--- config.mk ---
export PLATFORM = sky130hd
export DESIGN_NAME = ips_top
export DESIGN_NICKNAME = d
export VERILOG_FILES = /design/src/logic/ips_pkg.sv /design/src/logic/ips_top.sv
export SDC_FILE = /design/constraint.sdc
export NUM_CORES = 1
export LEC_CHECK = 0
export ABC_AREA = 1
export BUFFER_PORTS_ARGS = -buffer_cell sky130_fd_sc_hd__buf_2
export CAP_MARGIN = 20
export CELL_PAD_IN_SITES_DETAIL_PLACEMENT = 1
export CELL_PAD_IN_SITES_GLOBAL_PLACEMENT = 1
export CORE_ASPECT_RATIO = 0.6
export CORE_MARGIN = 2
export CORE_UTILIZATION = 34
export CTS_CLUSTER_DIAMETER = 120
export DETAILED_ROUTE_END_ITERATION = 10
export GPL_ROUTABILITY_DRIVEN = 0
export PLACE_DENSITY_LB_ADDON = 0.08
export SLEW_MARGIN = 0
export SYNTH_ARGS = -nofsm -noshare
export SYNTH_HDL_FRONTEND = slang
export SYNTH_SLANG_ARGS = --single-unit
--- constraint.sdc ---
create_clock -name clock -period 16.1 [get_ports clock]
set_input_delay 3.22 -clock clock [delete_from_list [all_inputs] [get_ports clock]]
set_output_delay 3.22 -clock clock [all_outputs]
set_load 0.01 [all_outputs]
--- src/logic/ips_pkg.sv ---
`default_nettype none
package ips_pkg;
    // Source count and level width
    localparam int NUM_SRC = 18;
    localparam int LVL_W = 2;
    localparam int NUM_LVL = 4;
    localparam int PC_W = 16;

    // Register indices; byte address is four times the index
    localparam logic [7:0] IDX_PRIO_HI_A = 8'hB7;
    localparam logic [7:0] IDX_PRIO_LO_A = 8'hB8;
    localparam logic [7:0] IDX_PRIO_LO_B = 8'hEF;
    localparam logic [7:0] IDX_PRIO_HI_B = 8'hF7;
    localparam logic [7:0] IDX_PRIO_LO_C = 8'hFE;
    localparam logic [7:0] IDX_PRIO_HI_C = 8'hFF;
    localparam logic [7:0] IDX_SERVICE_STATUS = 8'h80;

    // Reset values
    localparam logic [7:0] RST_PRIO = 8'h00;

    // Writable bit masks; unused bits read as zero
    localparam logic [7:0] MASK_A = 8'h7F;
    localparam logic [7:0] MASK_B = 8'hFF;
    localparam logic [7:0] MASK_C = 8'h07;

    // Status register field positions
    localparam int STAT_INSVC_LSB = 0;
    localparam int STAT_BUSY_BIT = 4;
    localparam int STAT_SRC_LSB = 8;

    // Source indices in natural rank order, rank 1 first
    localparam int SRC_EXT0 = 0;
    localparam int SRC_EXT1 = 6;

    // Flags that hardware clears on vectoring: timers 0, 1 and 3
    localparam logic [NUM_SRC-1:0] AUTOCLR_MASK = 18'h10108;

    // Cycles of the hardware call after the detect cycle
    localparam int CALL_CYCLES = 4;

    // Vector addresses, indexed by natural rank
    localparam logic [PC_W-1:0] VEC_TABLE [0:NUM_SRC-1] = '{
        16'h0003, 16'h0043, 16'h0053, 16'h000B, 16'h0033, 16'h005B,
        16'h0013, 16'h003B, 16'h001B, 16'h0023, 16'h0073, 16'h004B,
        16'h002B, 16'h0063, 16'h006B, 16'h007B, 16'h0083, 16'h008B
    };

    // Call sequencer states, one-hot
    typedef enum logic [4:0] {
        ST_IDLE    = 5'h01,
        ST_PUSH_LO = 5'h02,
        ST_PUSH_HI = 5'h04,
        ST_VECTOR  = 5'h08,
        ST_FINISH  = 5'h10
    } ips_state_t;

    // Per-cycle status from the core
    typedef struct packed {
        logic last_cycle;   // Final cycle of current instruction
        logic touches_prio; // Instruction writes an enable or priority bit
        logic is_return_from_interrupt;      // Instruction is a return-from-interrupt
        logic return_from_interrupt_done;    // Return-from-interrupt completes this cycle
        logic [PC_W-1:0] pc;
    } ips_core_t;

    // Call requests toward the core
    typedef struct packed {
        logic hold;              // Core stalls while the call runs
        logic push;              // Push one stack byte
        logic [7:0] push_data;   // Byte to push, low byte first
        logic load_pc;           // Load program counter
        logic [PC_W-1:0] vector; // Vector address to load
    } ips_call_t;

    // Gather per-source bits from three priority register pairs
    function automatic logic [NUM_SRC-1:0] gather(input logic [7:0] a,
                                                  input logic [7:0] b,
                                                  input logic [7:0] c);
        gather = {c[2], c[1], c[0], b[3], b[2], b[7], b[6], b[5], a[4],
                  a[3], b[1], a[2], a[6], b[0], a[1], b[4], a[5], a[0]};
    endfunction
endpackage
`default_nettype wire

--- src/logic/ips_top.sv ---
`timescale 1ns/10ps
`default_nettype none
module ips_top (
    input wire logic clock,                          // System clock, 100 MHz
    input wire logic rst_n,                          // Async reset, active low
    input wire logic wb_cyc_i,                       // Wishbone cycle
    input wire logic wb_stb_i,                       // Wishbone strobe
    input wire logic wb_we_i,                        // Wishbone write enable
    input wire logic [9:0] wb_adr_i,                 // Byte address
    input wire logic [3:0] wb_sel_i,                 // Byte lane selects
    input wire logic [31:0] wb_dat_i,                // Write data
    output logic [31:0] wb_dat_o,                    // Read data
    output logic wb_ack_o,                           // Acknowledge
    input wire logic [ips_pkg::NUM_SRC-1:0] irq_flag, // Request flags, rank order
    input wire logic [1:0] ext_edge_mode,            // External 1/0 edge mode
    input wire ips_pkg::ips_core_t core_in,          // Core instruction status
    output ips_pkg::ips_call_t call_out,             // Call requests to core
    output logic [ips_pkg::NUM_SRC-1:0] flag_clear,  // One-cycle flag clears
    output logic [ips_pkg::NUM_LVL-1:0] in_service   // Levels being served
);
    // Priority registers
    logic [7:0] prio_lo_a;
    logic [7:0] prio_hi_a;
    logic [7:0] prio_lo_b;
    logic [7:0] prio_hi_b;
    logic [7:0] prio_lo_c;
    logic [7:0] prio_hi_c;

    // Resolution signals
    logic [ips_pkg::NUM_SRC-1:0] src_lo;
    logic [ips_pkg::NUM_SRC-1:0] src_hi;
    logic [ips_pkg::LVL_W-1:0] src_level [0:ips_pkg::NUM_SRC-1];
    logic win_valid;
    logic [4:0] win_src;
    logic [ips_pkg::LVL_W-1:0] win_level;
    logic level_blocked;
    logic accept;

    // Sequencer
    ips_pkg::ips_state_t state;
    ips_pkg::ips_state_t next_state;
    logic [4:0] call_src;
    logic [ips_pkg::PC_W-1:0] saved_pc;
    logic [ips_pkg::NUM_SRC-1:0] clear_mask;

    // Bus
    logic wb_req;
    logic [7:0] wb_idx;
    logic wr_en;
    logic [31:0] next_rdata;

    // Bus handshake
    // A request is seen when cycle and strobe are high
    // And no acknowledge is outstanding
    // The acknowledge follows one edge later
    // It stands for one cycle, then drops
    // Masking by the acknowledge stops a double write
    // When the master holds the strobe through the ack cycle
    // Lane 0 carries all write data; the status word also reads on lane 1; other lane selects are ignored
    // A write with lane 0 deselected changes nothing
    // Index is the byte address divided by four
    // Unmapped indices read zero and ignore writes
    // No error response exists on this bus
    // Read data is registered with the acknowledge
    // It then holds until the next read
    // Writes leave the read data register untouched
    // A status word reports service state and last source
    // That word is read only; writes to it are dropped
    assign wb_req = wb_cyc_i && wb_stb_i && !wb_ack_o;
    assign wb_idx = wb_adr_i[9:2];
    assign wr_en = wb_req && wb_we_i && wb_sel_i[0];

    // Acknowledge one cycle after the strobe, then drop for a cycle
    always_ff @(posedge clock or negedge rst_n) begin
        if (!rst_n) begin
            wb_ack_o <= 1'b0;
        end else begin
            wb_ack_o <= wb_req;
        end
    end

    // Priority register writes; the bus writes on the acked request only
    always_ff @(posedge clock or negedge rst_n) begin
        if (!rst_n) begin
            prio_lo_a <= ips_pkg::RST_PRIO;
            prio_hi_a <= ips_pkg::RST_PRIO;
            prio_lo_b <= ips_pkg::RST_PRIO;
            prio_hi_b <= ips_pkg::RST_PRIO;
            prio_lo_c <= ips_pkg::RST_PRIO;
            prio_hi_c <= ips_pkg::RST_PRIO;
        end else if (wr_en) begin
            case (wb_idx)
                ips_pkg::IDX_PRIO_LO_A: begin
                    prio_lo_a <= wb_dat_i[7:0] & ips_pkg::MASK_A;
                end
                ips_pkg::IDX_PRIO_HI_A: begin
                    prio_hi_a <= wb_dat_i[7:0] & ips_pkg::MASK_A;
                end
                ips_pkg::IDX_PRIO_LO_B: begin
                    prio_lo_b <= wb_dat_i[7:0] & ips_pkg::MASK_B;
                end
                ips_pkg::IDX_PRIO_HI_B: begin
                    prio_hi_b <= wb_dat_i[7:0] & ips_pkg::MASK_B;
                end
                ips_pkg::IDX_PRIO_LO_C: begin
                    prio_lo_c <= wb_dat_i[7:0] & ips_pkg::MASK_C;
                end
                ips_pkg::IDX_PRIO_HI_C: begin
                    prio_hi_c <= wb_dat_i[7:0] & ips_pkg::MASK_C;
                end
                default: begin
                    prio_lo_a <= prio_lo_a;
                end
            endcase
        end
    end

    // Read mux; unmapped addresses answer zero rather than error
    always_comb begin
        next_rdata = 32'h0000_0000;
        case (wb_idx)
            ips_pkg::IDX_PRIO_LO_A: next_rdata[7:0] = prio_lo_a;
            ips_pkg::IDX_PRIO_HI_A: next_rdata[7:0] = prio_hi_a;
            ips_pkg::IDX_PRIO_LO_B: next_rdata[7:0] = prio_lo_b;
            ips_pkg::IDX_PRIO_HI_B: next_rdata[7:0] = prio_hi_b;
            ips_pkg::IDX_PRIO_LO_C: next_rdata[7:0] = prio_lo_c;
            ips_pkg::IDX_PRIO_HI_C: next_rdata[7:0] = prio_hi_c;
            ips_pkg::IDX_SERVICE_STATUS: begin
                next_rdata[ips_pkg::STAT_INSVC_LSB +: ips_pkg::NUM_LVL] = in_service;
                next_rdata[ips_pkg::STAT_BUSY_BIT] = (state != ips_pkg::ST_IDLE);
                next_rdata[ips_pkg::STAT_SRC_LSB +: 5] = call_src;
            end
            default: next_rdata = 32'h0000_0000;
        endcase
    end

    // Read data registered together with the acknowledge
    always_ff @(posedge clock or negedge rst_n) begin
        if (!rst_n) begin
            wb_dat_o <= 32'h0000_0000;
        end else if (wb_req && !wb_we_i) begin
            wb_dat_o <= next_rdata;
        end
    end

    // Priority scheme overview
    // Each source owns one low bit and one high bit
    // Low bits live in the three low registers
    // High bits live in the three high registers
    // The gather function reorders both into rank order
    // Bit 0 of the gathered vectors is rank 1
    // Bit 17 of the gathered vectors is the last rank
    // Level is the high bit above the low bit
    // Level 3 is the most urgent, level 0 the least
    // Unused register bits are masked on write
    // So they never feed a level and always read zero
    // Register writes take effect at the bus edge
    // A new level applies from the next poll onward
    // No shadow copy: software sees the live setting
    // Trade-off: a write during a call is not held off here
    // The core itself blocks the call on such writes
    // Resolution is pure logic, one cycle deep
    // Eighteen compares chain through one loop
    // Timing margin ample at the system clock rate
    // Ties resolve to the lowest rank index
    // Because only a strictly higher level replaces a winner
    // The scan therefore keeps the first of equals
    // Per-source level from its low and high bit
    assign src_lo = ips_pkg::gather(prio_lo_a, prio_lo_b, prio_lo_c);
    assign src_hi = ips_pkg::gather(prio_hi_a, prio_hi_b, prio_hi_c);
    generate
        for (genvar s = 0; s < ips_pkg::NUM_SRC; s++) begin : g_level
            assign src_level[s] = {src_hi[s], src_lo[s]};
        end
    endgenerate

    // Live flags polled each cycle with no latch of past requests
    always_comb begin
        win_valid = 1'b0;
        win_src = 5'h00;
        win_level = 2'h0;
        for (int s = 0; s < ips_pkg::NUM_SRC; s++) begin
            // Strictly higher level wins; ties keep the lower rank index
            if (irq_flag[s] && (!win_valid || src_level[s] > win_level)) begin
                win_valid = 1'b1;
                win_src = 5'(s);
                win_level = src_level[s];
            end
        end
    end

    // Any served level at or above the winner's level blocks it
    always_comb begin
        level_blocked = 1'b0;
        for (int l = 0; l < ips_pkg::NUM_LVL; l++) begin
            if (in_service[l] && (2'(l) >= win_level)) begin
                level_blocked = 1'b1;
            end
        end
    end

    // All three conditions in the polling cycle; nothing is held over
    assign accept = win_valid && !level_blocked
                    && core_in.last_cycle
                    && !core_in.touches_prio && !core_in.is_return_from_interrupt
                    && (state == ips_pkg::ST_IDLE);

    // Call timing walk, accept edge called E
    // Edge E: winner, level and counter captured
    // Edge E: sequencer leaves idle for the low push
    // After E: hold and push high, low counter byte out
    // After E: flag clear pulse for auto-clear sources
    // After E: in-service bit of the winner's level set
    // After E+1: second push, high counter byte out
    // After E+2: load strobe with the vector address
    // After E+3: hold alone, the core fetches the vector
    // After E+4: hold low, core runs the handler
    // Four cycles of hold in total
    // Plus the detect cycle makes five at minimum
    // Push data of the first byte comes straight from the core
    // Because the saved copy is only written at edge E
    // Later bytes read the saved copy, which is stable
    // The status word is never pushed
    // A handler that needs it must save it itself
    // Next accept only once the sequencer is idle again
    // Hold covers that whole span, so the core stays frozen
    // While frozen the core must not report a final cycle
    // Otherwise a call could start before the vector load
    // The idle check in the accept term guards that case
    // Vector table is indexed by the captured source
    // Not by the live winner, which may have moved on
    // Flags may drop during the call without effect
    // The call, once accepted, always runs to the end
    // Limitation: reset during a call abandons the stack
    // The core must reset its stack pointer too
    // Call sequencer: four cycles after the detect cycle
    always_comb begin
        case (state)
            ips_pkg::ST_IDLE: next_state = accept ? ips_pkg::ST_PUSH_LO : ips_pkg::ST_IDLE;
            ips_pkg::ST_PUSH_LO: next_state = ips_pkg::ST_PUSH_HI;
            ips_pkg::ST_PUSH_HI: next_state = ips_pkg::ST_VECTOR;
            ips_pkg::ST_VECTOR: next_state = ips_pkg::ST_FINISH;
            ips_pkg::ST_FINISH: next_state = ips_pkg::ST_IDLE;
            default: next_state = ips_pkg::ST_IDLE;
        endcase
    end

    always_ff @(posedge clock or negedge rst_n) begin
        if (!rst_n) begin
            state <= ips_pkg::ST_IDLE;
        end else begin
            state <= next_state;
        end
    end

    // Capture winner and return address at acceptance
    always_ff @(posedge clock or negedge rst_n) begin
        if (!rst_n) begin
            call_src <= 5'h00;
            saved_pc <= 16'h0000;
        end else if (accept) begin
            call_src <= win_src;
            saved_pc <= core_in.pc;
        end
    end

    // Call outputs registered; only the counter is pushed, never status
    always_ff @(posedge clock or negedge rst_n) begin
        if (!rst_n) begin
            call_out <= '0;
        end else begin
            call_out.hold <= (next_state != ips_pkg::ST_IDLE);
            call_out.push <= (next_state == ips_pkg::ST_PUSH_LO)
                             || (next_state == ips_pkg::ST_PUSH_HI);
            if (next_state == ips_pkg::ST_PUSH_LO) begin
                call_out.push_data <= accept ? core_in.pc[7:0] : saved_pc[7:0];
            end else if (next_state == ips_pkg::ST_PUSH_HI) begin
                call_out.push_data <= saved_pc[15:8];
            end else begin
                call_out.push_data <= 8'h00;
            end
            call_out.load_pc <= (next_state == ips_pkg::ST_VECTOR);
            call_out.vector <= (next_state == ips_pkg::ST_VECTOR)
                               ? ips_pkg::VEC_TABLE[call_src] : 16'h0000;
        end
    end

    // Which flags the hardware clears depends on source and edge mode
    always_comb begin
        clear_mask = ips_pkg::AUTOCLR_MASK;
        clear_mask[ips_pkg::SRC_EXT0] = ext_edge_mode[0];
        clear_mask[ips_pkg::SRC_EXT1] = ext_edge_mode[1];
    end

    // One-cycle clear pulse for the accepted source
    always_ff @(posedge clock or negedge rst_n) begin
        if (!rst_n) begin
            flag_clear <= '0;
        end else begin
            for (int s = 0; s < ips_pkg::NUM_SRC; s++) begin
                flag_clear[s] <= accept && (win_src == 5'(s)) && clear_mask[s];
            end
        end
    end

    // Service tracking
    // One bit per level records a handler in progress
    // Entry sets the bit of the accepted level
    // A return clears the highest bit that is set
    // Nesting only goes upward in level
    // So the highest set bit is always the newest handler
    // Lower bits stay set for the preempted handlers
    // Each resumes as its own return arrives
    // The blocking compare uses every set bit
    // Any set bit at or above a level blocks that level
    // Equal levels cannot preempt one another
    // Lower levels wait until all higher returns are done
    // A plain return tells the block nothing
    // So its level stays busy and blocks
    // Software that ends a handler that way locks its level
    // Reset, or a later return that finds it highest, clears such a stuck bit
    // Accept wins over a return in the same cycle
    // The core never reports both at once
    // Because a return instruction itself blocks the call
    // A return with no bit set is harmless
    // It leaves all bits clear
    // The bits also feed the status word
    // Software may read them to see the nesting depth
    // Bit 0 is level 0, bit 3 is level 3
    // The output port mirrors the same register
    // In-service bits: set on acceptance, highest cleared by a return
    // A plain subroutine return has no input here, so service stays set
    always_ff @(posedge clock or negedge rst_n) begin
        if (!rst_n) begin
            in_service <= '0;
        end else if (accept) begin
            in_service[win_level] <= 1'b1;
        end else if (core_in.return_from_interrupt_done) begin
            // Top bit ends first, matching nested entry order
            if (in_service[3]) begin
                in_service[3] <= 1'b0;
            end else if (in_service[2]) begin
                in_service[2] <= 1'b0;
            end else if (in_service[1]) begin
                in_service[1] <= 1'b0;
            end else begin
                in_service[0] <= 1'b0;
            end
        end
    end
endmodule
`default_nettype wire

==> flow_metrics.tcl, run 1 <==
set metrics [dict create \
    run_status "complete, but fails checks" \
    violations "setup timing" \
    initial_core_util_pct 34.4 \
    synth_cell_type_count 39 \
    via_count 6415 \
    min-delay-start "wb_ack_o$_DFF_PN0_" \
    cts_hold_buf 0 \
    r2r_slack_ns -0.06 \
    io_pins 173 \
    p_leak_nw 4.59 \
    place_area_mm2 0.00759 \
    path_buf_inv 19 \
    design_area_mm2 0.00894 \
    syn_area_mm2 0.00617 \
    finalSetupViolCount 34 \
    fin_ws_ns -2.53 \
    worstSkewPairLatency_ns 0.35 \
    crit_family "simple AND/OR/NAND/NOR gates" \
    ir_drop_mv 0.0482 \
    max_slew_margin_pct 53.8 \
    hold_viol_final 0 \
    cts.sinks 93 \
    grt_usage_pct 21.6 \
    drtAntennaViolNets 0 \
    numCtsBuffers 9 \
    ff2ff_path_depth 130 \
    synth.top_cell.area_share_pct 37.3 \
    cpPeakStageDelay_ns 0.37 \
    crit_required_ns 16.32 \
    fin_crit_sh_pct 116 \
    setup.worst_path.class "in -> reg" \
    netlist_instances 820 \
    hold_end "wb_ack_o$_DFF_PN0_" \
    final_layout_size_suffix_gt1_share_pct 42.2 \
    seq_area_frac_synth_pct 37.7 \
    wl_um 22500 \
    synth_edf_count 0 \
    ys.flop_type "dfrtp_1" \
    fmaxAchievable_mhz 53.7 \
    startpoint_type "input pin" \
    fin_total_pwr_mw 0.654 \
    routed_via_density 4.93 \
    core_area_mm2 0.0179 \
    hold_class "reg -> reg" \
    critPathMaxFanout 6 \
    drc 0 \
    yosys-top-cells-count "214 x nand2_1, 111 x inv_1, 92 x dfrtp_1" \
    worst_ep_arrival_time_ns 18.85 \
    worst_pin_slew_ns 0.693 \
    synth.most_common_cell "nand2_1" \
    clock_path_buffers 2 \
    drv_cap 0 \
    root_buffer "clkbuf_16" \
    worst_r2r_endpoint "call_src[3]$_DFFE_PN0P_" \
    die_area_mm2 0.0193 \
    place_hpwl_um 16300 \
    fin_crit_ns 18.63 \
    cp_common_cell "nand2_2" \
    first_pass_iters 5 \
    rsz0062_at_grt "true" \
    syn_area_per_cell_um2 7.53 \
    fin_skew_ns 0.0167 \
    yosys_register_bits 93 \
    worst_hold_slack_ns 0.451 \
    worstReg2RegStart "prio_hi_a[0]$_DFFE_PN0P_" \
    postLayoutCoreUtil_pct 49.9 \
    power_density_mw_per_mm2 73.1 \
    cts_tree "built" \
    clk_pin_slew_ns 0.07 \
    final_max_slew_viol_count 0 \
    first_global_vias 6236 \
    drtIter0Drc 460 \
    die_h_um 108 \
    die_w_um 178 \
    cts_max_level 3 \
    rows 38 \
    wl_per_cell_um 17.3 \
    grt_max_degree 50 \
    io_buffers 102 \
    async_flop_share_pct 100 \
    crit_slowest_cell "o32a_4" \
    grt_pass1_wl_um 32400 \
    yosys_warnings 0 \
    endpoint_kind "flop" \
    overflow 0 \
    dpl_worst_slack_ns -3.47 \
    whs_path_depth 1 \
    synthTopCellsByArea "dfrtp_1 37%, nand2_1 13%, o21ai_0 6.8%" \
    antenna_found_initial 0 \
    synth_area_leader_cell "dfrtp_1" \
    nNetsFinal 1177 \
    n_antenna_cell 0 \
    syn_to_final_growth_pct 45.0 \
]
## metal layers
layer	part of all wire, %	global-route usage [%]
met5	0	0
met2	45	32.4
met4	0.75	4.16
met1	49	32.7
met3	5.3	3.20
## flip-flops by register name, indices dropped and copies added (netlist names), 5 cells and up
| signal | flops |
|---|---|
| call_out | 16 |
| wb_dat_o | 13 |
| prio_hi_b | 8 |
| prio_lo_b | 8 |
| saved_pc | 8 |
| prio_hi_a | 7 |
| prio_lo_a | 7 |
| call_src | 5 |
| flag_clear | 5 |
| state | 5 |
## worst reg2reg max path: cells and delay by family, from the launching register on
kind | cells | cell delay, ns
AO/OA/AOI/OAI | 24 | 3.29
adder cells (fa/ha/maj) | 17 | 4.28
buffers and inverters | 16 | 1.12
flip-flops | 1 | 0.49
AND/OR/NAND/NOR | 73 | 6.88
## cell usage in the layout (no fill, tap or decap), types with 10 or more instances in the layout
| master | instances |
|---|---|
| a21oi_1 | 12 |
| buf_2 | 100 |
| buf_4 | 129 |
| clkbuf_16 | 14 |
| conb_1 | 41 |
| dfrtp_1 | 92 |
| ha_1 | 12 |
| ha_4 | 17 |
| inv_1 | 97 |
| inv_2 | 12 |
| nand2_1 | 169 |
| nand2_2 | 61 |
| nand2_4 | 26 |
| nand3_1 | 21 |
| nand3_2 | 19 |
| nand4_1 | 26 |
| nor2_1 | 35 |
| nor3_1 | 10 |
| o21ai_0 | 58 |
| o21ai_2 | 15 |
| o22ai_1 | 10 |
## cell type report
class	instances	area (um^2)
Sequential cell	93	2330
Clock buffer	10	229
Inverter	112	430
Timing Repair Buffer	245	1750
Fill cell	2223	8980
Clock inverter	6	72.6
Tap cell	240	300
Multi-Input combinational cell	596	3840
## how the worst max path moves through the flow
stage	start	to	slack (ns)	cells past startpoint
final	irq_flag[0]	call_src[3]$_DFFE_PN0P_	-2.53	133
after floorplan	irq_flag[0]	call_src[3]$_DFFE_PN0P_	-1.87	132
after global routing	irq_flag[0]	call_src[3]$_DFFE_PN0P_	-3.56	133
after global placement	irq_flag[0]	flag_clear[3]$_DFF_PN0_	-2.60	130
after CTS	irq_flag[0]	flag_clear[8]$_DFF_PN0_	-2.44	135
after detailed placement	irq_flag[0]	flag_clear[8]$_DFF_PN0_	-3.47	134
## kinds of logic (layout without fill, tap and decap cells)
| logic type | Yosys count | count (layout) | share of synthesized area (%) |
|---|---|---|---|
| AND/OR/NAND/NOR | 398 | 398 | 31.0 |
| buffers and inverters | 171 | 373 | 13.8 |
| AO/OA/AOI/OAI | 128 | 128 | 11.5 |
| flip-flops | 93 | 93 | 37.7 |
| adder cells (fa/ha/maj) | 29 | 29 | 5.88 |
| other | 1 | 41 | 0.0608 |
## timing repair
| item | in CTS | in global routing |
|---|---|---|
| gates resized for setup | 37 | 90 |
| pin swaps | 24 | 57 |
| setup endpoints to repair | 34 | 34 |
| setup buffers | 8 | 38 |
| gates cloned | 0 | 5 |
## per-stage QoR
stage | std cells | TNS (ns)
6_report | 1302 | -84.45
5_1_grt | 1302 | -119.48
4_1_cts | 1259 | -80.81
3_5_place_dp | 1235 | -116.41
3_3_place_gp | 1235 | -86.19
2_1_floorplan | 860 | -59.47
## where the power goes
part | internal, mW | switching (mW) | leakage (nW)
Clock | 0.122 | 0.0980 | 0.144
Sequential | 0.246 | 0.0130 | 1.26
Combinational | 0.0741 | 0.100 | 3.19
(Power assumes the default switching activity.)
==> inputs of run 2 (changes only) <==
- clock period: 16.1 -> 16.8 ns (I/O delays scaled with it)
==> run 2 against run 1 <==
  * The run still ends with setup timing left
  * Combinational power fell by 9.8%
  * Clock skew shrank 0.0057 ns
  * Sequential cell count unchanged
  * Utilization is 0.94 points lower
  * Register-to-register slack gained 0.77 ns
  * Sequential power down 4%
  * Setup slack gained 0.63 ns
  * First-iteration DRC count shrank 42%
  * Clock power fell by 3%
  * Final cell count fell by 0.77%
  * Sequential share of layout area rose by 0.50 points
==> flow_metrics.tcl, run 2 (synthesized netlist as in run 1, its figures left out) <==
set metrics [dict create \
    run_status "complete, but fails checks" \
    violations "setup timing" \
    cp_common_cell "nand2_2" \
    critPathMaxFanout 6 \
    hold_viol_final 0 \
    finalNonFillerCells 1292 \
    grt_max_degree 67 \
    ir_drop_mv 0.0548 \
    final-seq-area_mm2 0.00233 \
    die_area_mm2 0.0193 \
    power_density_mw_per_mm2 70.6 \
    design_area_mm2 0.00878 \
    clk_pin_slew_ns 0.07 \
    cts_tree "built" \
    drv_cap 0 \
    multi_input_area_mm2 0.00382 \
    fin_ws_ns -1.90 \
    worstSkewPairLatency_ns 0.35 \
    max_slew_margin_pct 41.7 \
    wl_met1_um 10500 \
    wl_um 21700 \
    drtIter0Drc 268 \
    crit_slowest_cell "o32a_4" \
    cpPeakStageDelay_ns 0.32 \
    first_pass_iters 4 \
    worst_pin_slew_ns 0.874 \
    setup_tns_ns -62.77 \
    fin_crit_ns 18.70 \
    regMostFlops "call_out" \
    cts_max_level 3 \
    dp_cells 1234 \
    mostFrequentLayoutCells "177 x nand2_1, 126 x buf_4, 100 x buf_2" \
    nNetsFinal 1167 \
    final_common_cell "nand2_1" \
    initial_core_util_pct 34.4 \
    rsz0062_at_grt "true" \
    cts.sinks 93 \
    top_layer "met4" \
    endpoint_kind "flop" \
    met3_length_um 1360 \
    numCtsBuffers 9 \
    grt_usage_pct 22.1 \
    drc 0 \
    core_area_mm2 0.0179 \
    fin_total_pwr_mw 0.619 \
    first_global_vias 6270 \
    route.met2.wl_um 9640 \
    io_buffers 102 \
    final_max_slew_viol_count 0 \
    setup.worst_path.class "in -> reg" \
    rows 38 \
    worst_ep_arrival_time_ns 18.93 \
    place_area_mm2 0.00758 \
    final_layout_size_suffix_gt1_share_pct 40.5 \
    die_w_um 178 \
    grt_pass1_wl_um 33000 \
    hold_class "reg -> reg" \
    antenna_found_initial 0 \
    finalSetupViolCount 34 \
    largest_reg_flops 16 \
    fmaxAchievable_mhz 53.5 \
    wl_per_cell_um 16.8 \
    crit_required_ns 17.03 \
    drtAntennaViolNets 0 \
    io_pins 173 \
    fin_crit_sh_pct 111 \
    routed_via_density 4.84 \
    via_count 6248 \
    n_antenna_cell 0 \
    startpoint_type "input pin" \
    overflow 0 \
    syn_to_final_growth_pct 42.2 \
    root_buffer "clkbuf_16" \
    p_leak_nw 4.50 \
    die_h_um 108 \
    clock_path_buffers 2 \
    fillers 2207 \
    dpl_worst_slack_ns -2.83 \
    place_hpwl_um 16300 \
    fin_skew_ns 0.0110 \
    top_regs "call_out: 16 flops, wb_dat_o: 13 flops" \
]
==> run 2: changes by cell type in the layout (fill, tap and decap cells not counted), moves of 3 or more <==
cell,before,now
buf_4,129,126
clkbuf_16,14,11
nand2_1,169,177
nand2_2,61,51
==> run 2: metal layers <==
layer / track usage [%] / vias up
li1: - / 3052
met1: 32.1 / 3031
met2: 34.0 / 149
met3: 4.61 / 16
met4: 4.45 / 0
met5: 0 / -
==> run 2: final timing paths <==
kind / startpoint / endpoint / slack [ns] / depth (start not counted)
worst max-delay path: irq_flag[0] / call_src[2]$_DFFE_PN0P_ / -1.90 / 132
worst min-delay path: wb_ack_o$_DFF_PN0_ / wb_ack_o$_DFF_PN0_ / 0.44 / 1
worst max register to register: prio_hi_a[0]$_DFFE_PN0P_ / call_src[2]$_DFFE_PN0P_ / 0.71 / 132
worst min register to register: wb_ack_o$_DFF_PN0_ / wb_ack_o$_DFF_PN0_ / 0.44 / 1
max in group asynchronous: rst_n / prio_hi_b[3]$_DFFE_PN0P_ / 12.65 / 2
min in group asynchronous: rst_n / call_out[1]$_DFF_PN0_ / 2.93 / 1
==> run 2: metrics by stage <==
stage / hold WS, ns / util, %
floorplan: 0.442 / -
global placement: 0.428 / 42.3
detailed placement: 0.437 / 42.3
CTS: 0.445 / 45.6
global route: 0.473 / 49.0
finish: 0.441 / 49.0
==> run 2: report_power, final <==
part           switching (mW)  total (mW)  internal [mW]  leakage (nW)
clock network          0.0938       0.214          0.121         0.145
registers              0.0119       0.248          0.236          1.26
logic                  0.0912       0.157         0.0657          3.10
total                   0.197       0.619          0.422          4.50
==> run 2: layout make-up <==
| type | count | share of cell area, % |
|---|---|---|
| well taps | 240 | 3.42 |
| repair buffers | 235 | 18.1 |
| multi-input cells | 596 | 43.5 |
| inverters | 112 | 4.88 |
| flip-flops and latches | 93 | 26.5 |
| clock inverters | 6 | 0.813 |
| clock buffers | 10 | 2.72 |
==> run 2: critical path, delay by kind of cell <==
family | cells | cell delay [ns]
buffers and inverters | 18 | 1.21
AND/OR/NAND/NOR | 73 | 6.66
adder cells (fa/ha/maj) | 17 | 4.26
AO/OA/AOI/OAI | 24 | 3.43
==> run 2: timing repair <==
item | CTS | global route
setup endpoints to repair | 34 | 34
gates cloned | 0 | 2
setup buffers | 9 | 31
hold buffers | 0 | 0
resized for setup | 35 | 74
pin swaps | 27 | 63
==> inputs of run 3 (changes only) <==
- BUFFER_PORTS_ARGS: -buffer_cell sky130_fd_sc_hd__buf_2 -> -buffer_cell sky130_fd_sc_hd__clkbuf_2
==> run 3 against run 2 <==
  * The run still ends with setup timing left
  * Count of clock-buffer cells in the layout unchanged
  * Setup slack better by 0.026 ns
  * Utilization up 2.6 points
  * Combinational power rose by 12%
  * Clock power is 2% lower
  * First-iteration DRC count up 26%
  * Largest cell class unchanged
==> flow_metrics.tcl, run 3 (synthesized netlist as in run 1, its figures left out) <==
set metrics [dict create \
    wl_um 23000 \
    clock_path_buffers 2 \
    grt_usage_pct 23.7 \
    first_pass_iters 5 \
    multi_input_area_mm2 0.00399 \
    drc 0 \
    die_h_um 108 \
    ir_drop_mv 0.0479 \
    final-seq-area_mm2 0.00233 \
    crit_required_ns 17.03 \
    numCtsBuffers 9 \
    power_density_mw_per_mm2 68.6 \
    rsz0062_at_grt "true" \
    fmaxAchievable_mhz 53.6 \
    routed_via_density 4.89 \
    crit_family "simple AND/OR/NAND/NOR gates" \
    cts.sinks 93 \
    n_antenna_cell 0 \
    postLayoutCoreUtil_pct 51.5 \
    cpPeakStageDelay_ns 0.33 \
    hold_class "reg -> reg" \
    dpl_worst_slack_ns -2.93 \
    max_slew_margin_pct 43.7 \
    final_max_slew_viol_count 0 \
    drv_cap 0 \
    drtAntennaViolNets 0 \
    fin_crit_sh_pct 111 \
    io_buffers 102 \
    largest_reg_flops 16 \
    grt_pass1_wl_um 35400 \
    min-delay-start "wb_ack_o$_DFF_PN0_" \
    violations "setup timing" \
    hold_viol_final 0 \
    worstSkewPairLatency_ns 0.35 \
    crit_path_start "irq_flag[0]" \
    worst_hold_slack_ns 0.457 \
    die_area_mm2 0.0193 \
    core_area_mm2 0.0179 \
    regMostFlops "call_out" \
    io_pins 173 \
    root_buffer "clkbuf_16" \
    initial_core_util_pct 34.4 \
    antenna_found_initial 0 \
    syn_to_final_growth_pct 49.7 \
    overflow 0 \
    fillers 2199 \
    run_status "complete, but fails checks" \
    worst_ep_arrival_time_ns 18.90 \
    worst_pin_slew_ns 0.845 \
    cts_max_level 3 \
    first_global_vias 6808 \
    setup.worst_path.class "in -> reg" \
    cp_common_cell "nand2_4" \
    fin_ws_ns -1.87 \
    mostFrequentLayoutCells "166 x nand2_1, 166 x buf_4, 100 x clkbuf_2" \
    grt_max_degree 65 \
    fin_crit_ns 18.67 \
    nNetsFinal 1206 \
    finalSetupViolCount 34 \
    cts_tree "built" \
    top_regs "call_out: 16 flops, wb_dat_o: 13 flops" \
    worstReg2RegStart "prio_hi_a[0]$_DFFE_PN0P_" \
    critPathMaxFanout 6 \
    endpoint_kind "flop" \
    fin_skew_ns 0.0139 \
    final_layout_size_suffix_gt1_share_pct 44.9 \
    place_hpwl_um 16500 \
    path_buf_inv 21 \
    startpoint_type "input pin" \
    drtIter0Drc 339 \
    crit_slowest_cell "o32a_4" \
    p_leak_nw 4.71 \
    rows 38 \
    wl_per_cell_um 17.3 \
    die_w_um 178 \
    via_count 6512 \
    clk_pin_slew_ns 0.06 \
]
[run 3: changes by cell type in the layout (fill, tap and decap cells not counted), moves of 3 or more]
| cell | previous run | this run |
|---|---|---|
| buf_2 | 100 | 0 |
| clkbuf_2 | 0 | 100 |
| buf_4 | 126 | 166 |
| nand2_1 | 177 | 166 |
| nand2_4 | 28 | 36 |
| a21oi_1 | 14 | 9 |
| a21oi_2 | 0 | 5 |
| nand3_1 | 22 | 18 |
| nand3_2 | 17 | 21 |
| nand2_2 | 51 | 54 |
| nor2_1 | 36 | 33 |
| o21ai_1 | 7 | 4 |
| o21ai_4 | 8 | 11 |
[run 3: area by class of cell]
class	instances	share of cell area (%)
clock buffers	10	2.48
clock inverters	6	0.785
inverters	112	4.66
multi-input cells	596	43.2
flip-flops and latches	93	25.2
well taps	240	3.25
repair buffers	274	20.5
[run 3: path summary, 6_finish.rpt]
kind | endpoint | depth (start not counted) | slack [ns]
min in group asynchronous | call_out[1]$_DFF_PN0_ | 1 | 2.94
setup reg to reg | call_src[3]$_DFFE_PN0P_ | 134 | 0.76
hold reg to reg | wb_ack_o$_DFF_PN0_ | 1 | 0.46
hold / removal | wb_ack_o$_DFF_PN0_ | 1 | 0.46
max in group asynchronous | prio_lo_c[0]$_DFFE_PN0P_ | 2 | 12.68
setup / recovery | call_src[3]$_DFFE_PN0P_ | 135 | -1.87
[run 3: repair_timing]
| item | 4_1_cts | 5_1_grt |
|---|---|---|
| setup endpoints to repair | 34 | 34 |
| pin swaps | 86 | 62 |
| buffers inserted | 57 | 22 |
| gates cloned | 2 | 0 |
| hold buffers | 0 | 0 |
| resized for setup | 83 | 67 |
[run 3: worst reg2reg max path: cells and delay by family, from the launching register on]
family | cells | cell delay (ns)
simple gates | 76 | 6.75
flops | 1 | 0.48
compound gates | 22 | 2.78
buf+inv | 20 | 1.81
fa+ha+maj | 16 | 4.09
[run 3: power by group]
group          internal [mW]  switching (mW)
logic                 0.0766          0.0989
clock network          0.117          0.0925
registers              0.236          0.0129
total                  0.430           0.204
[run 3: per-stage QoR]
stage | cell area (um^2) | TNS [ns] | cells | power (mW)
2_1_floorplan | 6500 | -40.43 | 860 | 0.333
3_3_place_gp | 7580 | -67.35 | 1234 | 0.378
3_5_place_dp | 7580 | -98.22 | 1234 | 0.385
4_1_cts | 8770 | -59.47 | 1309 | 0.620
5_1_grt | 9240 | -92.29 | 1331 | 0.667
6_report | 9240 | -61.93 | 1331 | 0.634
[run 3: layer usage]
metal  wire [um]  GRT usage, %  up-vias
li1            -             -     3120
met1       10900          34.2     3192
met2       10400          37.2      178
met3        1370          3.38       22
met4         288          5.91        0
met5           0             0        -
